<file path="src/logic/cit_params.svh">
`ifndef CIT_PARAMS_SVH
`define CIT_PARAMS_SVH

// ----------------------------------------
// csr addresses of the two timers
// ----------------------------------------
`define CIT_ADDR_COUNT0 12'h7D2
`define CIT_ADDR_BOUND0 12'h7D3
`define CIT_ADDR_CTL0 12'h7D4
`define CIT_ADDR_COUNT1 12'h7D5
`define CIT_ADDR_BOUND1 12'h7D6
`define CIT_ADDR_CTL1 12'h7D7

// ----------------------------------------
// reset values
// ----------------------------------------
`define CIT_COUNT_RESET 32'h00000000
`define CIT_BOUND_RESET 32'hFFFFFFFF
`define CIT_CTL_RESET 3'h1

// ----------------------------------------
// control field layout
// ----------------------------------------
`define CIT_CTL_WIDTH 3
`define CIT_CTL_ENABLE_BIT 0
`define CIT_CTL_HALT_EN_BIT 1
`define CIT_CTL_PAUSE_EN_BIT 2

// ----------------------------------------
// interrupt pending / enable positions
// ----------------------------------------
`define CIT_IRQ_T0_BIT 29
`define CIT_IRQ_T1_BIT 28

// ----------------------------------------
// interrupt cause codes, highest rank first
// ----------------------------------------
`define CIT_CAUSE_EXT 32'h8000000B
`define CIT_CAUSE_SW 32'h80000003
`define CIT_CAUSE_TMR 32'h80000007
`define CIT_CAUSE_T0 32'h8000001D
`define CIT_CAUSE_T1 32'h8000001C
`define CIT_CAUSE_NONE 32'h00000000

`endif

</file>
<file path="src/logic/cit_pkg.sv">
`default_nettype none

package cit_pkg;

    // csr access from the core pipeline, one cycle request
    typedef struct packed {
        logic rd;
        logic wr;
        logic [11:0] addr;
        logic [31:0] wdata;
    } cit_csr_req_s;

    // core activity state seen by the timers
    typedef struct packed {
        logic sleep_state;
        logic pause;
        logic debug_mode;
        logic debug_step;
        logic debug_halted_state;
    } cit_core_state_s;

    // control register fields, bit 2 down to bit 0
    typedef struct packed {
        logic pause_en;
        logic halt_en;
        logic enable;
    } cit_ctl_s;

    // higher ranked standard machine interrupts, pending and enabled
    typedef struct packed {
        logic ext;
        logic sw;
        logic tmr;
    } cit_std_irq_s;

endpackage

`default_nettype wire

</file>
<file path="src/logic/cit_timer.sv">
`timescale 1ns/100ps
`default_nettype none
`include "cit_params.svh"

module cit_timer #(
    parameter int CW = 32
) (
    // clock and reset
    input wire logic core_clk,
    input wire logic nrst,
    // increment qualifier and csr writes
    input wire logic inc_ok,
    input wire logic cnt_wr,
    input wire logic bnd_wr,
    input wire logic ctl_wr,
    input wire logic [CW-1:0] wdata,
    // register state
    output logic [CW-1:0] count,
    output logic [CW-1:0] bound,
    output cit_pkg::cit_ctl_s ctl,
    output logic hit
);

    // ----------------------------------------
    // bound compare
    // ----------------------------------------
    // unsigned compare, at or above counts as a hit
    assign hit = (count >= bound);

    // ----------------------------------------
    // counter
    // ----------------------------------------
    // write beats clear beats increment, so software sees its value
    always_ff @(posedge core_clk) begin
        if (!nrst) begin
            count <= CW'(`CIT_COUNT_RESET);
        end else if (cnt_wr) begin
            count <= wdata;
        end else if (hit) begin
            count <= '0;
        end else if (inc_ok) begin
            count <= count + CW'(1);
        end
    end

    // ----------------------------------------
    // bound and control
    // ----------------------------------------
    // bound takes any value
    always_ff @(posedge core_clk) begin
        if (!nrst) begin
            bound <= CW'(`CIT_BOUND_RESET);
        end else if (bnd_wr) begin
            bound <= wdata;
        end
    end

    // only three bits stored, the rest never exist
    always_ff @(posedge core_clk) begin
        if (!nrst) begin
            ctl <= cit_pkg::cit_ctl_s'(`CIT_CTL_RESET);
        end else if (ctl_wr) begin
            ctl <= cit_pkg::cit_ctl_s'(wdata[`CIT_CTL_WIDTH-1:0]);
        end
    end

endmodule

`default_nettype wire

</file>
<file path="src/logic/cit_timers.sv">
`timescale 1ns/100ps
`default_nettype none
`include "cit_params.svh"

// Overview of operation
// - two timers, each a 32-bit counter, 32-bit bound and control register
// - counters may advance on the first cycle after reset release
// - counter adds one every cycle its increment conditions hold
// - counters and bounds take any value; all registers readable and writable anytime
// - interrupt raised when counter is at or above bound, unsigned
// - counter at or above bound is cleared on the next cycle
// - counting needs enable, plus halt_en in sleep, pause_en when pausing
// - no counting in debug mode except while single stepping
// - single stepping counts every cycle the stepped instruction takes
// - timer interrupt never wakes the core out of debug halt
// - timer 0 pending and enable at bit 29, timer 1 at 28
// - timer interrupts rank below external, software and machine timer
// - cause 0x8000_001D for timer 0, 0x8000_001C for timer 1
// - timer 0 wins over timer 1 when both fire together
// - interrupt is not latched and lasts one cycle per hit
// - reserved control bits read zero and ignore writes
// - reset gives count zero, bound all ones, control enable only
// - pause_en lets counting run in pause; its interrupt ends pause
// - halt_en lets counting run in sleep; its interrupt wakes the core
// - control bit 0 is the general enable, reset to one
module cit_timers #(
    parameter int CW = 32
) (
    // clock and reset
    input wire logic core_clk,
    input wire logic nrst,
    // csr access
    input wire cit_pkg::cit_csr_req_s csr_req,
    output logic [31:0] csr_rdata,
    output logic csr_hit,
    // core state and interrupt context
    input wire cit_pkg::cit_core_state_s core_state,
    input wire logic [31:0] mie,
    input wire cit_pkg::cit_std_irq_s std_irq,
    // interrupt and power outputs
    output logic [31:0] timer_irq_pending,
    output logic irq_take,
    output logic [31:0] irq_cause,
    output logic sleep_wake,
    output logic pause_exit
);

    // ----------------------------------------
    // per timer signals
    // ----------------------------------------
    logic [CW-1:0] count [2];
    logic [CW-1:0] bound [2];
    cit_pkg::cit_ctl_s ctl [2];
    logic [1:0] hit;
    logic [1:0] inc_ok;
    logic [1:0] cnt_wr;
    logic [1:0] bnd_wr;
    logic [1:0] ctl_wr;
    logic [1:0] timer_irq_enable;
    logic [1:0] irq_req;
    logic [1:0] halt_wake;
    logic [1:0] pause_wake;
    logic [31:0] next_rdata;
    logic next_hit;
    logic next_take;
    logic [31:0] next_cause;
    logic next_wake;
    logic next_pause_exit;

    // ----------------------------------------
    // interrupt enables from mie
    // ----------------------------------------
    // enables live in the standard register, we only look at them
    assign timer_irq_enable[0] = mie[`CIT_IRQ_T0_BIT];
    assign timer_irq_enable[1] = mie[`CIT_IRQ_T1_BIT];

    // ----------------------------------------
    // timer instances
    // ----------------------------------------
    for (genvar i = 0; i < 2; i++) begin : g_tmr
        localparam logic [11:0] ADDR_CNT = (i == 0) ? `CIT_ADDR_COUNT0 : `CIT_ADDR_COUNT1;
        localparam logic [11:0] ADDR_BND = (i == 0) ? `CIT_ADDR_BOUND0 : `CIT_ADDR_BOUND1;
        localparam logic [11:0] ADDR_CTL = (i == 0) ? `CIT_ADDR_CTL0 : `CIT_ADDR_CTL1;

        // write strobes, any time, any value
        assign cnt_wr[i] = csr_req.wr && (csr_req.addr == ADDR_CNT);
        assign bnd_wr[i] = csr_req.wr && (csr_req.addr == ADDR_BND);
        assign ctl_wr[i] = csr_req.wr && (csr_req.addr == ADDR_CTL);

        // increment gate; debug step counts every cycle it lasts
        assign inc_ok[i] = ctl[i].enable
            && (!core_state.sleep_state || ctl[i].halt_en)
            && (!core_state.pause || ctl[i].pause_en)
            && (!core_state.debug_mode || core_state.debug_step);

        // requests seen by the arbiter, gated by mie
        assign irq_req[i] = hit[i] && timer_irq_enable[i];
        assign halt_wake[i] = irq_req[i] && ctl[i].halt_en;
        assign pause_wake[i] = irq_req[i] && ctl[i].pause_en;

        cit_timer #(
            .CW(CW)
        ) u_timer (
            .core_clk(core_clk),
            .nrst(nrst),
            .inc_ok(inc_ok[i]),
            .cnt_wr(cnt_wr[i]),
            .bnd_wr(bnd_wr[i]),
            .ctl_wr(ctl_wr[i]),
            .wdata(csr_req.wdata[CW-1:0]),
            .count(count[i]),
            .bound(bound[i]),
            .ctl(ctl[i]),
            .hit(hit[i])
        );
    end

    // ----------------------------------------
    // csr read mux
    // ----------------------------------------
    // narrow control reads zero above bit 2; unmapped reads zero, no hit
    always_comb begin
        next_rdata = 32'h00000000;
        next_hit = 1'b1;
        unique case (csr_req.addr)
            `CIT_ADDR_COUNT0: next_rdata = 32'(count[0]);
            `CIT_ADDR_BOUND0: next_rdata = 32'(bound[0]);
            `CIT_ADDR_CTL0: next_rdata = {29'h00000000, ctl[0]};
            `CIT_ADDR_COUNT1: next_rdata = 32'(count[1]);
            `CIT_ADDR_BOUND1: next_rdata = 32'(bound[1]);
            `CIT_ADDR_CTL1: next_rdata = {29'h00000000, ctl[1]};
            default: next_hit = 1'b0;
        endcase
    end

    // read answer one cycle after the request, held until the next one
    always_ff @(posedge core_clk) begin
        if (!nrst) begin
            csr_rdata <= 32'h00000000;
            csr_hit <= 1'b0;
        end else if (csr_req.rd) begin
            csr_rdata <= next_rdata;
            csr_hit <= next_hit;
        end
    end

    // ----------------------------------------
    // pending bits
    // ----------------------------------------
    // not latched: follows the hit, which the clear removes next cycle
    always_ff @(posedge core_clk) begin
        if (!nrst) begin
            timer_irq_pending <= 32'h00000000;
        end else begin
            timer_irq_pending <= '0;
            timer_irq_pending[`CIT_IRQ_T0_BIT] <= hit[0];
            timer_irq_pending[`CIT_IRQ_T1_BIT] <= hit[1];
        end
    end

    // ----------------------------------------
    // interrupt ranking
    // ----------------------------------------
    // standard sources first, then timer 0 ahead of timer 1
    always_comb begin
        next_take = 1'b1;
        next_cause = `CIT_CAUSE_NONE;
        if (std_irq.ext) begin
            next_cause = `CIT_CAUSE_EXT;
        end else if (std_irq.sw) begin
            next_cause = `CIT_CAUSE_SW;
        end else if (std_irq.tmr) begin
            next_cause = `CIT_CAUSE_TMR;
        end else if (irq_req[0]) begin
            next_cause = `CIT_CAUSE_T0;
        end else if (irq_req[1]) begin
            next_cause = `CIT_CAUSE_T1;
        end else begin
            next_take = 1'b0;
        end
    end

    // one cycle take strobe with its cause; a missed timer pulse is gone
    always_ff @(posedge core_clk) begin
        if (!nrst) begin
            irq_take <= 1'b0;
            irq_cause <= `CIT_CAUSE_NONE;
        end else begin
            irq_take <= next_take;
            irq_cause <= next_cause;
        end
    end

    // ----------------------------------------
    // wake and pause exit
    // ----------------------------------------
    // debug halt blocks both: the debugger owns the core there
    assign next_wake = core_state.sleep_state && !core_state.debug_halted_state
        && (|halt_wake);
    assign next_pause_exit = core_state.pause && !core_state.debug_halted_state
        && (|pause_wake);

    always_ff @(posedge core_clk) begin
        if (!nrst) begin
            sleep_wake <= 1'b0;
            pause_exit <= 1'b0;
        end else begin
            sleep_wake <= next_wake;
            pause_exit <= next_pause_exit;
        end
    end
endmodule

`default_nettype wire

</file>
<file path="config.mk">
export PLATFORM = sky130hd
export DESIGN_NAME = cit_timers
export DESIGN_NICKNAME = d
export VERILOG_FILES = /design/src/logic/cit_pkg.sv /design/src/logic/cit_timer.sv /design/src/logic/cit_timers.sv
export VERILOG_INCLUDE_DIRS = /design/src /design/src/logic
export SDC_FILE = /design/constraint.sdc
export NUM_CORES = 1
export LEC_CHECK = 0
export ABC_CLOCK_PERIOD_IN_PS = 3750
export BUFFER_PORTS_ARGS = -buffer_cell sky130_fd_sc_hd__buf_2
export CAP_MARGIN = 20
export CELL_PAD_IN_SITES_DETAIL_PLACEMENT = 1
export CELL_PAD_IN_SITES_GLOBAL_PLACEMENT = 1
export CORE_MARGIN = 3
export CORE_UTILIZATION = 43
export CTS_BUF_LIST = sky130_fd_sc_hd__clkbuf_4 sky130_fd_sc_hd__clkbuf_8
export DETAILED_ROUTE_END_ITERATION = 8
export PLACE_DENSITY = 0.91
export SLEW_MARGIN = 10
export SYNTH_ARGS = -nofsm -noshare
export SYNTH_HDL_FRONTEND = slang
export SYNTH_SLANG_ARGS = --single-unit
export TNS_END_PERCENT = 10
</file>
<file path="constraint.sdc">
create_clock -name core_clk -period 3.75 [get_ports core_clk]
set_input_delay 0.1875 -clock core_clk [delete_from_list [all_inputs] [get_ports core_clk]]
set_output_delay 0.1875 -clock core_clk [all_outputs]
set_load 0.03 [all_outputs]
</file>
* Word-level counts from Yosys, hierarchy flattened
Index checks and enable logic that the tools add are counted. Widths: inputs -> output; s select.
Storage, ports and cells: bits in registers 234, output and inout port bits 100, word-level logic and storage cells 89
Operators by class: add/sub/neg operators 2, order comparisons 2, equal/unequal tests 6, multiplexer cells 18, bitwise gates (word level) 1, reduce and logical (&&, ||, !) cells 39
Operator list (count):
- $mux 32 | 11
- $pmux 32 s6 | 1
- $eq 12x11->1 const B | 6
- $add 32x1->32 const B | 2
- $ge 32x32->1 | 2
- $logic_and 1x1->1 | 22
- $mux 1 | 6
- $reduce_bool 3->1 | 2
- $reduce_or 6->1 | 1
- $logic_or 1x1->1 | 5
- $reduce_or 5->1 | 1
- $logic_not 1->1 | 4
- $reduce_or 2->1 | 2
- $reduce_or 4->1 | 1
- $reduce_or 3->1 | 1
- $not 1->1 | 1

* Logic depth before layout (Yosys ltp)
depth after elaboration 8, gate-level depth with buffers 10, gate-level depth less buffers 9

* Modules after synthesis
A second synthesis with hierarchy kept.
Second synthesis, totals: cell total of the unflattened synthesis 1435, area, all modules 11737.5 um^2
Modules (own cells, without submodules):
- cit_timer at g_tmr[1].u_timer | instances 1, cells an instance 541, area each 4431.8 um^2, seq. area each 1341.3 um^2
- cit_timer at g_tmr[0].u_timer | instances 1, cells an instance 549, area each 4290.4 um^2, seq. area each 1341.3 um^2
- cit_timers | instances 1, cells an instance 345, area each 3015.4 um^2, seq. area each 860.8 um^2

* Worst setup path after synthesis
Ideal clock, no wire load.
path kind flip-flop to flip-flop, start point register g_tmr[0].u_timer.count[0], end point register g_tmr[0].u_timer.count[22], data arrival time 2732 ps, data required time 3671 ps, setup slack 938 ps, stages on the path, launching flop included 11, clock period less this slack 2812 ps, cell sequence dfxtp_1 inv_1 ha_1 nand2b_4 a2111oi_4 a2111oi_1 o41a_1 or3_1 buf_2 o31a_1 a211oi_2
On the way: longest elaborated chain between the ends 4, elaborated cells on any way between the ends 6, classes of those cells add/sub (1); order compare (1); mux (3); reduce/logical (1)
Ends and longest elaborated chain:
- start: declaration | RTL line cit_timer.sv:18 | output logic [CW-1:0] count,
- start signal: assignment | RTL line cit_timer.sv:36 | count <= CW'(`CIT_COUNT_RESET);
- start signal: assignment | RTL line cit_timer.sv:38 | count <= wdata;
- start signal: assignment | RTL line cit_timer.sv:42 | count <= count + CW'(1);
- $add 32x1->32 | RTL line cit_timer.sv:42
- $mux 32 | RTL line cit_timer.sv:41 | end else if (inc_ok) begin
- $mux 32 | RTL line cit_timer.sv:39 | end else if (hit) begin
- $mux 32 | RTL line cit_timer.sv:37 | end else if (cnt_wr) begin
Parallel ways exist; a longest one is shown, timed or not. The select of a mux whose other input is x is not followed. A chain may end at the register's enable or synchronous reset.

* Final worst setup path
start point register g_tmr[0].u_timer.count[30], end point register irq_cause[2]
On the way: longest elaborated chain between the ends 4
Ends and longest elaborated chain:
- $ge 32x32->1 | RTL line cit_timer.sv:28 | assign hit = (count >= bound);
- $logic_and 1x1->1 | RTL line cit_timers.sv:97 | assign irq_req[i] = hit[i] && timer_irq_enable[i];
- $mux 32 | RTL line cit_timers.sv:174 | end else if (irq_req[0]) begin
- $mux 32 | RTL line cit_timers.sv:172 | end else if (std_irq.tmr) begin
- end signal: assignment | RTL line cit_timers.sv:187 | irq_cause <= `CIT_CAUSE_NONE;
- end signal: assignment | RTL line cit_timers.sv:190 | irq_cause <= next_cause;
- end: declaration | RTL line cit_timers.sv:43 | output logic [31:0] irq_cause,
Every way passes these cells.

==> impl_metrics.yaml <==
status:
  status: "finished, final reports clean"
timing:
  hold_violations: 0
  max-slew-margin-rel: 0.271
  post-route-min-period_ns: 3.61
  rsz0062_at_grt: "false"
  finalSetupTns_ns: 0
  fin_ws_ns: 0.145
  fmax_mhz: 277
  setup_viol: 0
  fin_worst_skew_ns: 0.0170
  period_share: 0.961
  maxSlewViolCount: 0
  worst_pin_slew_ns: 1.09
clocking:
  cts_buffers: 17
  cts-root-buf: "clkbuf_8"
  insertion_delay_ns: 0.49
  post_cts_buffers: 0
  cts_tree: "built"
  cts_htree_levels: 4
  cts_sinks: 177
  clock_path_buffers: 2
  clkTransAtPathRegs_ns: 0.11
worst_setup_path:
  worstRegToRegCells: 10
  max_stage_delay_ns: 0.65
  crit_path_end_kind: "flip-flop"
  required_ns: 4.19
  worstPathArrival_ns: 4.04
  cp.buffers_inverters: 2
  worstSetupPathType: "flip-flop to flip-flop"
  crit_path_start: "g_tmr[0].u_timer.count[30]$_SDFFE_PN0P_"
  crit_slowest_cell: "or4_1"
  critPathMaxFanout: 7
  timing.rr.start: "g_tmr[0].u_timer.count[30]$_SDFFE_PN0P_"
  critical_path.top_delay_family: "simple AND/OR/NAND/NOR gates"
  worst_setup_path_start_kind: "flip-flop"
  crit_cells: 10
  path_cells: "ha_1 -> nand4_1 -> or4_1 -> nor3_2 -> o41a_1 -> buf_4 -> o21ai_0 -> a21boi_1 -> a211oi_1 -> dlygate4sd3_1"
floorplan:
  die_height_um: 164
  start_util: 0.438
  ios: 188
  die-area_um2: 26800
  core_area_um2: 24400
  row_count: 57
  fp.dieW_um: 164
logic_synthesis:
  async_flop_share: 0
  synth.distinct_cells: 68
  synth_edf_count: 0
  synth-seq-cells: 177
  ys.warnings.count: 0
  yosysSeqAreaShare: 0.331
  ys.flop_type: "dfxtp_1"
  syn_area_um2: 10700
  synth_cells: 1322
  avgSynthCellArea_um2: 8.09
placement:
  io_buffers: 101
  pre_cts_ws_ns: 0.230
  gp_congestion: 0.915
  place_hpwl_um: 26900
hold_path:
  hold_path_class: "primary input to flip-flop"
  holdPathStages: 3
  min_from: "csr_req[19]"
cells_and_area:
  areaGrowthSynthToFinish_pct: 12.0
  n_antenna_cell: 0
  drive_gt1_frac: 0.139
  nets: 1554
global_routing:
  grt_antenna_before_repair: 0
  grt_usage: 0.291
  grt_start_max_net_pins: 63
  grt_overflow_total: 0
  grt_pass1_wl_um: 62200
  grt_pass1_vias: 11300
power_and_ir_drop:
  vdd_drop_max_mv: 0.174
  power.total_uw: 3790
  pwr_density_cell_nw_per_um2: 316
  leakagePower_uw: 0.00549
drt:
  drt_wl_total_um: 39900
  vias_per_cell: 6.42
  via_count: 11200
  drtIter0Drc: 1266
  post-route-drc-count: 0
  routedWlPerCell_um: 23.0
  firstDrtPassIters: 5
  final_antenna_net_count: 0
job:
  drv_cap: 0
where the power goes:
part	switching (uW)	internal (uW)
Sequential	8.48	1890
Clock	790	811
Combinational	229	63.7
synth_stat cells (14+ instances only):
library cell    n  share of area
a31oi_1        19          0.011
dfxtp_1       177           0.33
o211a_1        25          0.023
nand4_1        28          0.016
buf_2          14         0.0066
and3_1         19          0.011
a21oi_1        93          0.044
clkbuf_1       64          0.022
nor2_1         52          0.018
a222oi_1       33          0.031
a22o_1         21          0.017
o21ai_0        20         0.0094
o211ai_1       69          0.048
buf_4          57          0.040
ha_1           66          0.077
a21o_1         34          0.024
a211oi_1       20          0.014
a22oi_1        22          0.015
nand2_1       199          0.070
nand3_1        52          0.024
inv_1          78          0.027
nor3_1         16         0.0075
sequential cells by signal, indices dropped and copies added, names as in the netlist:
| signal | count |
|---|---|
| g_tmr.u_timer.bound | 64 |
| g_tmr.u_timer.count | 64 |
| csr_rdata | 32 |
| g_tmr.u_timer.ctl | 6 |
| irq_cause | 5 |
| timer_irq_pending | 2 |
| csr_hit | 1 |
| irq_take | 1 |
| pause_exit | 1 |
| sleep_wake | 1 |
path summary, 6_finish.rpt:
check,endpoint,slack [ns]
max,irq_cause[2]$_SDFF_PP0_,0.14
min,g_tmr[0].u_timer.bound[19]$_SDFFE_PN1P_,0.01
max reg2reg,irq_cause[2]$_SDFF_PP0_,0.14
min reg2reg,csr_rdata[16]$_SDFFE_PN0P_,0.46
cells in the final DEF, fill, tap and decap left out, types with 33 or more instances in the layout:
cell        n
dfxtp_1   177
conb_1     56
ha_1       66
buf_2     100
nand2_1   199
buf_4      35
a21o_1     34
o211ai_1   69
nor2_1     51
a21oi_1    93
nand3_1    52
inv_1      78
a222oi_1   33
routing by layer:
metal | track usage | vias to the layer above | part of all wire
met1 | 0.379 | 5525 | 0.41
met5 | 0 | - | 0
met2 | 0.483 | 573 | 0.47
li1 | - | 4944 | -
met4 | 0.108 | 0 | 0.032
met3 | 0.0479 | 111 | 0.084
worst register-to-register path, delay by kind of cell, from the launching register on:
kind | cells | cell delay (ns)
flip-flops | 1 | 0.40
AO/OA/AOI/OAI | 4 | 0.89
buffers and inverters | 2 | 0.76
adder cells (fa/ha/maj) | 1 | 0.36
AND/OR/NAND/NOR | 3 | 1.13
per-stage QoR:
stage	utilization	instance area, um2	hold WS, ns	instances
CTS	0.490	12000	0.000291	1737
global placement	0.466	11400	0.395	1693
global route	0.491	12000	0.0127	1737
detailed placement	0.466	11400	0.405	1693
floorplan	-	10900	0.260	1377
finish	0.491	12000	0.0134	1737
cells by family (layout without fill, tap and decap cells):
logic type	Yosys count	in the layout	share of synthesized area
other cells	1	56	0.000351
flops	177	177	0.331
fa+ha+maj	66	66	0.0772
xor+xnor	3	3	0.00246
mux	5	5	0.00492
compound gates	417	417	0.289
buf+inv	224	260	0.100
simple gates	429	429	0.194
layout make-up:
class / count / area [um2]
Tap cell: 324 / 405
Clock inverter: 14 / 225
Fill cell: 2992 / 12400
Multi-Input combinational cell: 976 / 6340
Inverter: 79 / 297
Timing Repair Buffer: 149 / 923
Sequential cell: 177 / 3540
Clock buffer: 18 / 241
repair_timing:
item                                    CTS  global route
resized for setup                         0             3
hold buffers                             12             0
hold endpoints to repair                 10             0
endpoints found under the setup margin    0             6
(Power assumes the default switching activity.)
